File: src/common/cps_pkg.sv
/*
 Package for the capacitive proximity sequencer: field widths, state codes,
 reset values and the packed settings and results structs.
 Assumes a single 40 MHz clock domain.
*/
`default_nettype none
package cps_pkg;
	// ============================================================
	// Widths
	localparam int SAMPLE_W = 12;
	localparam int PERIOD_W = 8;
	localparam int COEF_W = 4;
	localparam int DELTA_W = 13;
	localparam int RATE_W = 8;
	localparam int STUCK_W = 8;
	localparam int DRIFT_W = 12;
	localparam int SCAN_TICK_W = 16;
	localparam int CLOCK_MHZ = 40;
	localparam int SCAN_UNIT_US = 1000;
	localparam int SCAN_UNIT_CYC = SCAN_UNIT_US * CLOCK_MHZ;
	// ============================================================
	// Reset values
	localparam logic [SAMPLE_W-1:0] SAMPLE_RST = 12'h000;
	localparam logic [DELTA_W-1:0] DELTA_RST = 13'h0000;
	// ============================================================
	// Pin select codes
	localparam logic SENSOR_SEL_SCREEN = 1'b0;
	localparam logic SENSOR_SEL_EXT = 1'b1;
	localparam logic SHIELD_SEL_SCREEN = 1'b0;
	localparam logic SHIELD_SEL_EXT = 1'b1;
	// ============================================================
	// Sequencer states
	typedef enum logic [6:0] {
		ST_IDLE = 7'h01,
		ST_ADC_REQ = 7'h02,
		ST_COMP = 7'h04,
		ST_MEAS = 7'h08,
		ST_FILT = 7'h10,
		ST_BASE = 7'h20,
		ST_DELTA = 7'h40
	} cps_state_type;
	// ============================================================
	// Host settings
	typedef struct packed {
		logic [PERIOD_W-1:0] scanPeriodSetting;
		logic sensorPinSelect;
		logic shieldPinSelect;
		logic [2:0] sensitivitySetting;
		logic sensitivityBoost;
		logic [2:0] excitationFrequency;
		logic highNoiseImmunity;
		logic [COEF_W-1:0] rawFilterCoefficient;
		logic [COEF_W-1:0] baselineCoefficient;
		logic [DELTA_W-1:0] proximityThreshold;
		logic [DRIFT_W-1:0] driftLimit;
		logic [RATE_W-1:0] periodicCompensationRate;
		logic [STUCK_W-1:0] stuckCloseTimeout;
	} cps_settings_type;
	// Processing results
	typedef struct packed {
		logic [SAMPLE_W-1:0] rawCapacitanceSample;
		logic [SAMPLE_W-1:0] filteredSample;
		logic [SAMPLE_W-1:0] environmentBaseline;
		logic [DELTA_W-1:0] userDelta;
		logic proximityCloseFlag;
	} cps_results_type;
endpackage
`default_nettype wire

File: src/logic/cps_iir.sv
/*
 First-order recursive blend: out = (1-k)*newSample + k*previous, k = coef/16.
 Purely combinational; caller registers the result.
*/
`timescale 1ns/1ps
`default_nettype none
module cps_iir
	import cps_pkg::*;
(
	// Operands
	input wire logic [SAMPLE_W-1:0] newSample,
	input wire logic [SAMPLE_W-1:0] prevValue,
	input wire logic [COEF_W-1:0] coef,
	// Result
	output logic [SAMPLE_W-1:0] blended
);
	localparam logic [COEF_W:0] FULL = 5'h10;
	logic [SAMPLE_W+COEF_W:0] sum;
	logic [SAMPLE_W+COEF_W:0] newWide;
	logic [SAMPLE_W+COEF_W:0] prevWide;
	logic [SAMPLE_W+COEF_W:0] newWeight;
	logic [SAMPLE_W+COEF_W:0] prevWeight;
	// Operands widened first so the products cannot overflow
	always_comb
	begin
		newWide = {{(COEF_W+1){1'b0}}, newSample};
		prevWide = {{(COEF_W+1){1'b0}}, prevValue};
		newWeight = {{SAMPLE_W{1'b0}}, FULL - {1'b0, coef}};
		prevWeight = {{(SAMPLE_W+1){1'b0}}, coef};
		sum = newWide * newWeight + prevWide * prevWeight;
		blended = sum[SAMPLE_W+COEF_W-1:COEF_W];
	end
endmodule // cps_iir
`default_nettype wire

File: src/logic/cps_sequencer.sv
/*
 Capacitive proximity sequencer: scan timer, compensation request handling,
 shared ADC arbitration, front-end control and sample processing.
 Assumes the front-end and ADC arbiter run on mclk; the ADC grant holds
 until the request drops. afeReady is a one-cycle pulse from same domain.
*/
// How it works
// - Sleep in idle, wake each scan period for one sample.
// - Nonzero scan period after zero raises a compensation request.
// - Host compensation pulse is latched at any time.
// - Baseline drift beyond limit since last compensation requests one.
// - Periodic counter of scans requests compensation at programmed rate.
// - Close state lasting past stuck timeout requests compensation.
// - Pending flag stays set until compensation completes.
// - Compensation executes only at start of a scan.
// - Shared ADC requested and granted; 12-bit sample taken.
// - Raw, filtered, baseline, delta, close flag updated in order.
// - Conversion-active flag high during proximity operation.
// - Start front-end, wait ready; compensate first if pending.
// - Close flag is delta compared against host threshold.
// - Sensor select picks screen top layer or external sensor pin.
// - Shield select picks screen bottom layer or external shield pin.
// - Baseline tracks filtered sample slowly; removed to get delta.
// - Compensation measures environment once, subtracted before conversion.
// - High noise immunity setting forwarded to front-end mode.
// - Filtered = (1-k)*raw + k*previous filtered.
// - Delta equals filtered minus baseline.
// - Baseline frozen while close flag set, except on the first scan after a compensation.
// - Zero scan period performs no proximity operation.
`timescale 1ns/1ps
`default_nettype none
module cps_sequencer
	import cps_pkg::*;
#(
	parameter int SCAN_UNIT = SCAN_UNIT_CYC
)
(
	// Clock and reset
	input wire logic mclk,
	input wire logic reset_n,
	// Host settings and compensation request
	input wire cps_settings_type settings,
	input wire logic hostCompRequest,
	// Shared ADC arbitration
	output logic adcRequest,
	input wire logic adcGrant,
	// Analog front-end
	output logic afeStart,
	output logic afeCompensate,
	output logic afeHighImmunity,
	output logic afeBoost,
	output logic [2:0] afeSensitivity,
	output logic [2:0] afeFrequency,
	input wire logic afeReady,
	input wire logic [SAMPLE_W-1:0] afeSample,
	// Electrode routing
	output logic sensorOnScreen,
	output logic sensorOnExtPin,
	output logic shieldOnScreen,
	output logic shieldOnExtPin,
	// Status
	output cps_results_type results,
	output logic conversionActiveFlag,
	output logic compensationPendingFlag,
	output logic scanDone
);
	// ============================================================
	// Scan period timer
	cps_state_type state_q;
	logic [SCAN_TICK_W-1:0] unitCnt_q;
	logic [PERIOD_W-1:0] periodCnt_q;
	logic scanTick;
	logic enabled;
	logic enabledPrev_q;

	assign enabled = settings.scanPeriodSetting != '0;

	always_ff @(posedge mclk or negedge reset_n)
	begin
		if (!reset_n)
		begin
			unitCnt_q <= '0;
			periodCnt_q <= '0;
			enabledPrev_q <= 1'b0;
		end
		else
		begin
			enabledPrev_q <= enabled;
			if (!enabled)
			begin
				unitCnt_q <= '0;
				periodCnt_q <= '0;
			end
			else if (unitCnt_q == SCAN_TICK_W'(SCAN_UNIT - 1))
			begin
				unitCnt_q <= '0;
				if (periodCnt_q >= settings.scanPeriodSetting - 8'h01)
					periodCnt_q <= '0;
				else
					periodCnt_q <= periodCnt_q + 8'h01;
			end
			else
				unitCnt_q <= unitCnt_q + 16'h0001;
		end
	end

	// Ticks arriving while busy are ignored
	assign scanTick = enabled && unitCnt_q == SCAN_TICK_W'(SCAN_UNIT - 1)
		&& periodCnt_q >= settings.scanPeriodSetting - 8'h01;

	// ============================================================
	// Compensation request sources
	logic [RATE_W-1:0] periodicCnt_q;
	logic [STUCK_W-1:0] stuckCnt_q;
	logic [SAMPLE_W-1:0] compBaseline_q;
	logic reqStartup;
	logic reqPeriodic;
	logic reqStuck;
	logic reqDrift;
	logic compDone;
	logic [SAMPLE_W:0] driftAbs;

	assign reqStartup = enabled && !enabledPrev_q;
	assign reqPeriodic = scanDone && settings.periodicCompensationRate != '0
		&& periodicCnt_q >= settings.periodicCompensationRate - 8'h01;
	assign reqStuck = scanDone && settings.stuckCloseTimeout != '0
		&& results.proximityCloseFlag
		&& stuckCnt_q >= settings.stuckCloseTimeout - 8'h01;
	assign driftAbs = (results.environmentBaseline >= compBaseline_q)
		? {1'b0, results.environmentBaseline - compBaseline_q}
		: {1'b0, compBaseline_q - results.environmentBaseline};
	assign reqDrift = scanDone && settings.driftLimit != '0
		&& driftAbs > {1'b0, settings.driftLimit};
	assign compDone = state_q == ST_COMP && afeReady;

	always_ff @(posedge mclk or negedge reset_n)
	begin
		if (!reset_n)
		begin
			periodicCnt_q <= '0;
			stuckCnt_q <= '0;
		end
		else
		begin
			if (compDone || reqPeriodic)
				periodicCnt_q <= '0;
			else if (scanDone)
				periodicCnt_q <= periodicCnt_q + 8'h01;
			if (compDone || reqStuck || !results.proximityCloseFlag)
				stuckCnt_q <= '0;
			else if (scanDone)
				stuckCnt_q <= stuckCnt_q + 8'h01;
		end
	end

	// Set wins over the clear from a completing compensation
	always_ff @(posedge mclk or negedge reset_n)
	begin
		if (!reset_n)
			compensationPendingFlag <= 1'b0;
		else if (reqStartup || hostCompRequest || reqDrift || reqPeriodic
			|| reqStuck)
			compensationPendingFlag <= 1'b1;
		else if (compDone)
			compensationPendingFlag <= 1'b0;
		else if (!enabled)
			compensationPendingFlag <= compensationPendingFlag;
	end

	// ============================================================
	// Sequencer
	logic [SAMPLE_W-1:0] filtNext;
	logic [SAMPLE_W-1:0] baseNext;
	logic [DELTA_W-1:0] deltaNext;

	always_ff @(posedge mclk or negedge reset_n)
	begin
		if (!reset_n)
			state_q <= ST_IDLE;
		else
		begin
			unique case (state_q)
				ST_IDLE:
					if (scanTick)
						state_q <= ST_ADC_REQ;
				ST_ADC_REQ:
					if (adcGrant)
						state_q <= compensationPendingFlag ? ST_COMP : ST_MEAS;
				ST_COMP:
					if (afeReady)
						state_q <= ST_MEAS;
				ST_MEAS:
					if (afeReady)
						state_q <= ST_FILT;
				ST_FILT:
					state_q <= ST_BASE;
				ST_BASE:
					state_q <= ST_DELTA;
				ST_DELTA:
					state_q <= ST_IDLE;
			endcase
		end
	end

	assign adcRequest = state_q != ST_IDLE;
	assign conversionActiveFlag = state_q != ST_IDLE;

	// Single-cycle start pulse on entry to each front-end phase
	always_ff @(posedge mclk or negedge reset_n)
	begin
		if (!reset_n)
		begin
			afeStart <= 1'b0;
			afeCompensate <= 1'b0;
		end
		else
		begin
			afeStart <= (state_q == ST_ADC_REQ && adcGrant)
				|| (state_q == ST_COMP && afeReady);
			if (state_q == ST_ADC_REQ && adcGrant)
				afeCompensate <= compensationPendingFlag;
			else if (state_q != ST_COMP)
				afeCompensate <= 1'b0;
		end
	end

	// Drift reference is the first baseline after a compensation
	always_ff @(posedge mclk or negedge reset_n)
	begin
		if (!reset_n)
			compBaseline_q <= SAMPLE_RST;
		else if (state_q == ST_DELTA && firstAfterComp_q)
			compBaseline_q <= results.environmentBaseline;
	end

	// ============================================================
	// Processing chain
	logic firstAfterComp_q;

	cps_iir u_rawFilter (
		.newSample(results.rawCapacitanceSample),
		.prevValue(results.filteredSample),
		.coef(settings.rawFilterCoefficient),
		.blended(filtNext)
	);

	cps_iir u_baseFilter (
		.newSample(results.filteredSample),
		.prevValue(results.environmentBaseline),
		.coef(settings.baselineCoefficient),
		.blended(baseNext)
	);

	assign deltaNext = DELTA_W'({1'b0, results.filteredSample})
		- DELTA_W'({1'b0, results.environmentBaseline});

	always_ff @(posedge mclk or negedge reset_n)
	begin
		if (!reset_n)
		begin
			results.rawCapacitanceSample <= SAMPLE_RST;
			results.filteredSample <= SAMPLE_RST;
			results.environmentBaseline <= SAMPLE_RST;
			results.userDelta <= DELTA_RST;
			results.proximityCloseFlag <= 1'b0;
			firstAfterComp_q <= 1'b1;
			scanDone <= 1'b0;
		end
		else
		begin
			scanDone <= state_q == ST_DELTA;
			if (state_q == ST_MEAS && afeReady)
				results.rawCapacitanceSample <= afeSample;
			if (state_q == ST_FILT)
			begin
				if (firstAfterComp_q)
					results.filteredSample <= results.rawCapacitanceSample;
				else
					results.filteredSample <= filtNext;
			end
			if (state_q == ST_BASE)
			begin
				if (firstAfterComp_q)
					results.environmentBaseline <= results.filteredSample;
				else if (!results.proximityCloseFlag)
					results.environmentBaseline <= baseNext;
			end
			if (state_q == ST_DELTA)
			begin
				results.userDelta <= deltaNext;
				results.proximityCloseFlag <= $signed(deltaNext)
					> $signed(settings.proximityThreshold);
				firstAfterComp_q <= 1'b0;
			end
			// Scan after a compensation restarts the filters
			if (compDone)
				firstAfterComp_q <= 1'b1;
		end
	end

	// ============================================================
	// Front-end configuration and electrode routing
	always_ff @(posedge mclk or negedge reset_n)
	begin
		if (!reset_n)
		begin
			afeHighImmunity <= 1'b0;
			afeBoost <= 1'b0;
			afeSensitivity <= 3'h0;
			afeFrequency <= 3'h0;
			sensorOnScreen <= 1'b0;
			sensorOnExtPin <= 1'b0;
			shieldOnScreen <= 1'b0;
			shieldOnExtPin <= 1'b0;
		end
		else
		begin
			afeHighImmunity <= settings.highNoiseImmunity;
			// Boost only acts with the external sensor selected
			afeBoost <= settings.sensitivityBoost
				&& settings.sensorPinSelect == SENSOR_SEL_EXT;
			afeSensitivity <= settings.sensitivitySetting;
			afeFrequency <= settings.excitationFrequency;
			sensorOnScreen <= adcRequest
				&& settings.sensorPinSelect == SENSOR_SEL_SCREEN;
			sensorOnExtPin <= adcRequest
				&& settings.sensorPinSelect == SENSOR_SEL_EXT;
			shieldOnScreen <= adcRequest
				&& settings.shieldPinSelect == SHIELD_SEL_SCREEN;
			shieldOnExtPin <= adcRequest
				&& settings.shieldPinSelect == SHIELD_SEL_EXT;
		end
	end
endmodule // cps_sequencer
`default_nettype wire
File: config.mk
export PLATFORM = sky130hd
export DESIGN_NAME = cps_sequencer
export DESIGN_NICKNAME = d
export VERILOG_FILES = /design/src/common/cps_pkg.sv /design/src/logic/cps_iir.sv /design/src/logic/cps_sequencer.sv
export SDC_FILE = /design/constraint.sdc
export NUM_CORES = 1
export LEC_CHECK = 0
export CAP_MARGIN = 30
export CORE_ASPECT_RATIO = 1.2
export CORE_MARGIN = 5
export CORE_UTILIZATION = 35
export DETAILED_ROUTE_END_ITERATION = 12
export DONT_BUFFER_PORTS = 1
export GPL_TIMING_DRIVEN = 0
export PLACE_DENSITY = 0.53
export REMOVE_ABC_BUFFERS = 1
export SYNTH_ARGS = -nofsm -noshare
export SYNTH_HDL_FRONTEND = slang
export SYNTH_SLANG_ARGS = --single-unit
File: constraint.sdc
create_clock -name mclk -period 5.75 [get_ports mclk]
set_clock_uncertainty 0.2 [all_clocks]
set_input_delay 0.575 -clock mclk [delete_from_list [all_inputs] [get_ports mclk]]
set_output_delay 0.575 -clock mclk [all_outputs]
set_load 0.01 [all_outputs]
## Word level (Yosys, flattened, before mapping)

Cells that the tools add are included.

- Register bits after elaboration: 127
- Input port bits: 84
- Output and inout bits: 68
- Word-level logic and storage cells: 132

- $add $sub $neg: 14
- $mul: 4
- Order comparisons: 6
- Eq/ne operators: 16
- Mux-type cells: 25
- Bitwise operators: 2
- Reductions and logical operators: 40

Operators with widths:

| cell | count |
|---|---|
| 2-to-1 mux 8 bit | 7 |
| one-hot mux 7 bit (7 select lines) | 1 |
| 2-to-1 mux 12 bit | 4 |
| adder 16 bit | 2 |
| multiplier 12 x 4 -> 16 bit | 2 |
| multiplier 12 x 5 -> 16 bit | 2 |
| 2-to-1 mux 16 bit | 2 |
| 2-to-1 mux 7 bit | 4 |
| adder 8 x 1 -> 8 bit (second input constant) | 3 |
| greater-or-equal comparator 8 bit | 3 |
| nonzero test 8 bit | 3 |
| subtractor 12 bit | 2 |
| subtractor 8 x 1 -> 8 bit (second input constant) | 3 |
| logical AND 1 bit | 19 |
| adder 16 x 1 -> 16 bit (second input constant) | 1 |
| == test 16 bit (second input constant) | 1 |
| > comparator 13 bit | 1 |
| subtractor 12 x 12 -> 13 bit | 1 |
| greater-or-equal comparator 12 bit | 1 |
| > comparator 12 bit | 1 |
| nonzero test 12 bit | 1 |
| nonzero test 2 bit | 5 |
| subtractor 5 x 4 -> 5 bit (first input constant) | 2 |
| logical OR 1 bit | 8 |
| other kinds (17) | 28 |

## Longest topological paths before layout

Gate-level depths: netlist (run 1).

- Depth after elaboration: 8
- Mapped depth: 23
- Depth with buffers taken out: 22

## By module

From an unflattened synthesis (run 1), not the netlist that was laid out.

- Cells, all modules: 1728
- Area total of the unflattened synthesis: 15255.9 µm²

Modules (own cells, without submodules):

| module | times used | cells an instance | area each (µm²) | seq. area each (µm²) |
|---|---|---|---|---|
| cps_sequencer | 1 | 941 | 8647.0 | 3180.6 |
| cps_iir (u_rawFilter) | 1 | 395 | 3311.9 | 0.0 |
| cps_iir (u_baseFilter) | 1 | 392 | 3296.9 | 0.0 |

## Worst setup path before layout (run 1)

No wires, ideal clock.

- Kind: input to register
- From: input port settings[42] (netlist bit)
- To: register results[25] (netlist bit)
- Library setup time: 0.130 ns
- Arrival time: 5.834 ns
- Required time: 5.420 ns
- Setup slack: -0.414 ns
- Stages: 23
- Buffers on the path: 2
- Cells stage by stage: inv_1 -> clkbuf_1 -> ha_1 -> nor3b_1 -> clkbuf_1 -> nand2_1 -> fa_1 -> inv_1 -> fa_1 -> fa_1 -> inv_1 -> fa_1 -> inv_1 -> ha_1 -> a21oi_1 -> o22ai_2 -> o41a_1 -> a311o_1 -> a21o_1 -> a31oi_2 -> xnor2_1 -> o21a_1 -> a21oi_2

- Word-level cells in the longest chain between the ends: 5
- Elaborated cells on any way between the ends: 6
- Classes of those cells: 2 x add/sub; 2 x mul; 2 x mux

Ends and longest elaborated chain:

| what | RTL line | text |
|---|---|---|
| start: declaration | cps_sequencer.sv:42 | `input wire cps_settings_type settings,` |
| subtractor 5 x 4 -> 5 bit | cps_iir.sv:28 | `newWeight = {{SAMPLE_W{1'b0}}, FULL - {1'b0, coef}};` |
| multiplier 12 x 5 -> 16 bit | cps_iir.sv:30 | `sum = newWide * newWeight + prevWide * prevWeight;` |
| adder 16 bit * | cps_iir.sv:30 |  |
| 2-to-1 mux 12 bit * | cps_sequencer.sv:285 | `else if (!results.proximityCloseFlag)` |
| 2-to-1 mux 12 bit * | cps_sequencer.sv:283 | `if (firstAfterComp_q)` |
| end: declaration | cps_sequencer.sv:62 | `output cps_results_type results,` |

Mark *: on every way between the ends. The rest lies on a longest branch, timed or not. The select of a mux whose other input is x is not followed.
A chain may end at the register's enable or synchronous reset.

## Worst setup path in the final report (run 1)

- From: input port settings[46] (netlist bit)
- To: register results[37] (netlist bit)

- Word-level cells in the longest chain between the ends: 4
- Elaborated cells on any way between the ends: 5
- Classes of those cells: 2 x add/sub; 2 x mul; 1 x mux

Ends and longest elaborated chain:

| what | RTL line | text |
|---|---|---|
| subtractor 5 x 4 -> 5 bit | cps_iir.sv:28 |  |
| multiplier 12 x 5 -> 16 bit | cps_iir.sv:30 |  |
| adder 16 bit * | cps_iir.sv:30 |  |
| 2-to-1 mux 12 bit * | cps_sequencer.sv:276 | `if (firstAfterComp_q)` |

Mark *: on every way between the ends. The rest lies on a longest branch, timed or not.

==> results.toml, run 1 <==
[outcome]
status = "finished, final reports clean"

[clock_tree]
cts_tree = "yes"
clkLatencyLatePin_ps = 430
cts_sinks = 127
clk_pin_slew_worst_paths_ps = 60
max-clock-path-buffers = 2
cts-root-buf = "clkbuf_16"
cts_made_buffers = 17
cts-htree-levels = 4

[placed_design]
place_hpwl_um = 28700
finalWeightedCongestion = 0.830
io_buffers = 0

[synth]
async_flop_share_pct = 100
synth_cell_types = 63
synth_cells = 1670
synth.top_cell.area_share_pct = 21.4
synth_top_cell_by_area = "dfrtp_1"
synth_seq_cells = 127
synth-main-ff-cell = "dfrtp_1"
syn_avg_cell_area_um2 = 8.77
synthTopCellsByArea = "dfrtp_1 (21%), fa_1 (21%), ha_1 (13%)"
syn_area_um2 = 14600
yosysSeqAreaShare_pct = 21.7
ys_warn_count = 0
synth_edf_count = 0

[layout]
fill_cells = 4182
final_nets = 2048
final_core_util_pct = 38.8
layout_commonest_cell = "inv_1"
seq_area_um2 = 3190
multiInputGateArea_um2 = 10300
area_growth_pct = 10.2
layout_common_cells = "inv_1 (281), nand2_1 (190), fa_1 (153)"
drive_gt1_share_pct = 6.32

[timing]
holdWs_ps = 52.4
finalSetupViolCount = 0
max_freq_ghz = 0.181
relSlewSlack_pct = 41.1
worst_pin_slew_ps = 884
period_needed_ps = 5530
period_share_pct = 96.3
slew_viol_final = 0
finalHoldViolCount = 0

[critical_path]
critPathBufInv = 4
max_stage_delay_ps = 550
arrival_ps = 5650
path_cells = "inv_1, ha_2, nor3b_4, nand2_1, fa_1, inv_1, fa_1, fa_1, inv_1, fa_1, inv_1, ha_1, nand4_1, o211ai_1, o211a_1, a221o_1, a31oi_2, o21ba_2, xnor2_1, o21ai_0, o21a_1"
cpMaxStageDelayCell = "fa_1"
critPathKind = "input pin to register"
worstPathRequired_ps = 5870
crit_path_end_kind = "register"
start_kind = "input pin"
crit_fanout = 13
critical-path-top-delay-family = "adder cells"

[global_route]
grt_overflow = 0
grt_first_pass_wirelength_um = 60900
grt_pass1_vias = 11533
grt_max_degree = 128
antenna_found_initial = 1
grtUsageTotal_pct = 16.6

[floorplan]
coreArea_um2 = 41600
dieHeight_um = 234
io_pins = 152
die_area_um2 = 46100
die_width_um = 197
rows = 82
start_util_pct = 35.2

[routing]
drc_errors = 0
vias_per_cell = 4.88
wl_per_cell_um = 16.7
routed_wl_um = 37100
firstDrtPassIters = 5
via_count = 10859
drt_iter0_markers = 425
ant_nets = 0

[hold_path]
min_path_type = "input pin to register"

[run]
max_cap_viol_count = 0
==> final timing paths <==
kind | startpoint | to | slack, ps | depth (start not counted)
worst max-delay path | settings[46] | results[37] | 220 | 21
min in group asynchronous | reset_n | results[16] | 580 | 2
worst max register to register | results[30] | results[37] | 260 | 17
worst min register to register | firstAfterComp_q | firstAfterComp_q | 280 | 2
max in group asynchronous | reset_n | results[26] | 4180 | 2
worst min-delay path | afeSample[10] | results[48] | 50 | 2
==> cell families (layout without fill, tap and decap cells) <==
family,count (synthesis),after routing,synth area share (%)
compound gates,210,210,9.35
mux,26,26,1.89
fa+ha+maj,300,300,33.5
other cells,0,1,0
flops,127,127,21.7
simple gates,572,572,19.0
buf+inv,339,345,8.80
xor+xnor,96,96,5.74
==> flip-flops by register name, summed over array words and instances (netlist names), 3 cells and up <==
name            count
results            50
unitCnt_q          16
compBaseline_q     12
periodCnt_q         8
periodicCnt_q       8
stuckCnt_q          8
state_q             7
afeFrequency        3
afeSensitivity      3
==> per-layer routing <==
layer  vias to the layer above  part of all wire (%)  global-route usage, %
met1                      5321                    43                   20.7
met3                        33                   4.2                   3.20
met2                       195                    51                   29.5
met4                         0                   1.7                   3.97
met5                         -                     0                      0
li1                       5310                     -                      -
==> cell type report <==
class                   count  area share, %
well taps                 546           4.23
diodes                      1         0.0155
clock buffers              18           2.72
clock inverters            13          0.860
multi-input cells        1204           63.8
flip-flops and latches    127           19.8
repair buffers             31           1.94
inverters                 283           6.63
==> metrics by stage <==
stage	cells	cell area (um^2)	setup slack, ps	TNS, ps
floorplan	1614	14400	-462	-1910
global placement	2160	15100	-1460	-18480
detailed placement	2165	15200	-1060	-10760
CTS	2210	16000	6.59	0
global route	2223	16100	-9.40	-9.40
finish	2223	16100	215	0
==> what timing repair did <==
item                       4_1_cts  5_1_grt
hold endpoints to repair       136        0
cloned                           0        0
resized for setup               19       13
hold buffers                    11        0
setup endpoints to repair       11        5
buffers inserted                 3       10
pin swaps                        0        7
==> synthesized netlist by cell type, types with 3 or more instances <==
master,number
nor3_1,25
a21boi_0,3
xor2_1,41
inv_1,283
or2_2,3
o21a_1,10
or3_1,5
fa_1,153
clkbuf_1,48
and2_1,115
nor2_1,116
nor2b_1,14
o211ai_1,3
nor3b_1,3
nand2b_1,10
ha_1,147
a211oi_1,14
dfrtp_1,125
nand3b_1,7
xnor2_1,55
a21oi_1,50
a21o_1,38
nor4_1,7
or4_1,4
mux2i_1,13
a31o_2,3
nand3_1,35
mux2_2,13
a31oi_1,6
buf_1,4
nand4_1,13
o21ai_0,56
nand2_1,190
o2111ai_1,3
and3_1,17
==> worst register-to-register path, cell delays in order, from the launching register on <==
cell and delay [ps]:
dfrtp_2 570, and2_1 260, fa_1 530, fa_1 520, fa_1 550, inv_1 60, fa_1 530, inv_1 40
ha_1 350, nand4_1 110, o211ai_1 350, o211a_1 270, a221o_1 250, a31oi_2 130, o21ba_2 240, xnor2_1 220
o21ai_0 110, o21a_1 110
Power of run 1 is left out: the tool's default activity adds up to more than one toggle a clock period on the data nets, which glitch-free logic cannot reach.
==> inputs of run 2 (changes only) <==
--- a/config.mk
+++ b/config.mk
@@ -11,2 +11,3 @@
 export CORE_UTILIZATION = 35
+export CTS_CLUSTER_DIAMETER = 80
 export DETAILED_ROUTE_END_ITERATION = 12
==> constraint.sdc (replaced) <==
create_clock -name mclk -period 5.8 [get_ports mclk]
set_clock_uncertainty 0.2 [all_clocks]
set_input_delay 1.74 -clock mclk [delete_from_list [all_inputs] [get_ports mclk]]
set_output_delay 1.74 -clock mclk [all_outputs]
set_load 0.01 [all_outputs]
==> run 2 against run 1 <==
Largest cell class unchanged. Global-route usage increased by 0.18 points. Hold slack better by 230 ps. Setup slack lost 800 ps. Utilization up 1.2 points. Wire length increased by 2.1%. Highest routed layer unchanged. The flow now finishes with violations (negative setup slack). Via count is 1.5% higher. Critical path depth fell by 1. Non-clock buffer count is 25 higher.
==> results.toml, run 2 (synthesized netlist as in run 1, its figures left out) <==
[clock_tree]
cts_made_buffers = 17
cts-root-buf = "clkbuf_16"
max-clock-path-buffers = 2
clk_pin_slew_worst_paths_ps = 60
cts_hold_repair.buffers = 0
cts_sinks = 127
cts_tree = "yes"
cts-htree-levels = 4
clkLatencyLatePin_ps = 430

[timing]
period_share_pct = 110
relSlewSlack_pct = 40.7
max_freq_ghz = 0.157
slew_viol_final = 0
fin_tns_setup_ps = -6220
holdWs_ps = 280
finalSetupViolCount = 17
period_needed_ps = 6380
layout_setup_ws_ps = -583
rsz0062_at_grt = "true"
finalHoldViolCount = 0
worst_pin_slew_ps = 890

[critical_path]
regToRegEndpoint = "results[37]"
crit_start = "settings[46]"
reg2reg_from = "results[27]"
max_stage_delay_ps = 530
worstPathRequired_ps = 5920
rr_worst_depth = 19
critPathBufInv = 4
arrival_ps = 6500
endpoint = "results[37]"
start_kind = "input pin"
crit_fanout = 13
critical-path-top-delay-family = "adder cells"
cpMaxStageDelayCell = "fa_1"
crit_path_end_kind = "register"
r2r_setup_slack_ps = 100
path_cells = "clkinvlp_4, ha_4, nor3b_4, buf_4, and2_4, fa_1, fa_1, fa_1, inv_1, fa_1, inv_1, ha_4, or3_4, o211a_4, a221o_1, a31oi_4, o21ba_4, xnor2_2, o21ai_1, o21a_1"
crit_path_frequent_cell = "fa_1"
critPathKind = "input pin to register"
cp.depth = 20

[global_route]
grt_max_degree = 128
grt_pass1_vias = 11638
grt_overflow = 0
grtUsageTotal_pct = 16.7
antenna_found_initial = 1
grt_first_pass_wirelength_um = 61500

[layout]
final_core_util_pct = 40.1
area_growth_pct = 13.7
top_register = "results"
reg_top3 = "results x50, unitCnt_q x16, compBaseline_q x12"
largest_reg_flops = 50
drive_gt1_share_pct = 11.2
final_nets = 2073
layout_common_cells = "inv_1 (269), nand2_1 (185), fa_1 (150)"
layout_commonest_cell = "inv_1"

[run]
max_cap_viol_count = 0

[routing]
firstDrtPassIters = 4
via_count = 11024
drt_iter0_markers = 412
dr_wl_met2_um = 19200
drc_errors = 0
vias_per_cell = 4.90
wl_per_cell_um = 16.9
wl_met1_um = 16400
routed_wl_um = 37900
met3WireLength_um = 1500
ant_nets = 0
top_layer = "met4"

[floorplan]
coreArea_um2 = 41600
start_util_pct = 35.2
die_area_um2 = 46100
dieHeight_um = 234
die_width_um = 197
rows = 82
io_pins = 152

[hold_path]
min_path_type = "register to register"
min_path_cells = 2
worst_hold_startpoint = "firstAfterComp_q"

[placed_design]
io_buffers = 0
finalWeightedCongestion = 0.830
place_hpwl_um = 28700

[outcome]
violations = "negative setup slack"
status = "finished, violations left"
## run 2: per-stage QoR
step           instances  setup slack (ps)  cell area, um^2
6_report            2248              -583            16600
3_3_place_gp        2160             -2580            15100
5_1_grt             2248              -738            16600
2_1_floorplan       1614             -1580            14400
4_1_cts             2234              -588            16300
3_5_place_dp        2165             -2180            15200
## run 2: routing by layer
metal | GRT usage, % | up-vias
met4 | 4.05 | 0
met5 | 0 | -
met1 | 21.0 | 5433
met2 | 29.8 | 184
li1 | - | 5360
met3 | 3.19 | 47
## run 2: worst min path at each step
| stage | endpoint | slack (ps) |
|---|---|---|
| floorplan | unitCnt_q[0] | 250 |
| global placement | compBaseline_q[11] | 270 |
| detailed placement | unitCnt_q[0] | 280 |
| CTS | unitCnt_q[0] | 280 |
| global route | firstAfterComp_q | 310 |
| finish | firstAfterComp_q | 280 |
## run 2: cell type report
cell class	instances	area, um^2
fill	4129	24900
multi-input combinational	1204	10600
sequential	127	3180
inverter	283	1070
tap	546	683
timing repair buffer	56	493
clock buffer	18	439
clock inverter	13	139
antenna	1	2.50
## run 2: repair_timing
action,4_1_cts,5_1_grt
endpoints found under the setup margin,24,21
setup buffers,38,12
pin swaps,68,82
resized for setup,65,51
## run 2: worst register-to-register path, delay by kind of cell, from the launching register on
| family | cells | cell delay (ps) |
|---|---|---|
| adder cells (fa/ha/maj) | 5 | 2400 |
| buffers and inverters | 4 | 320 |
| flip-flops | 1 | 920 |
| AO/OA/AOI/OAI | 7 | 1350 |
| XOR/XNOR | 1 | 120 |
| AND/OR/NAND/NOR | 2 | 260 |
Power of run 2 is left out for the same reason.
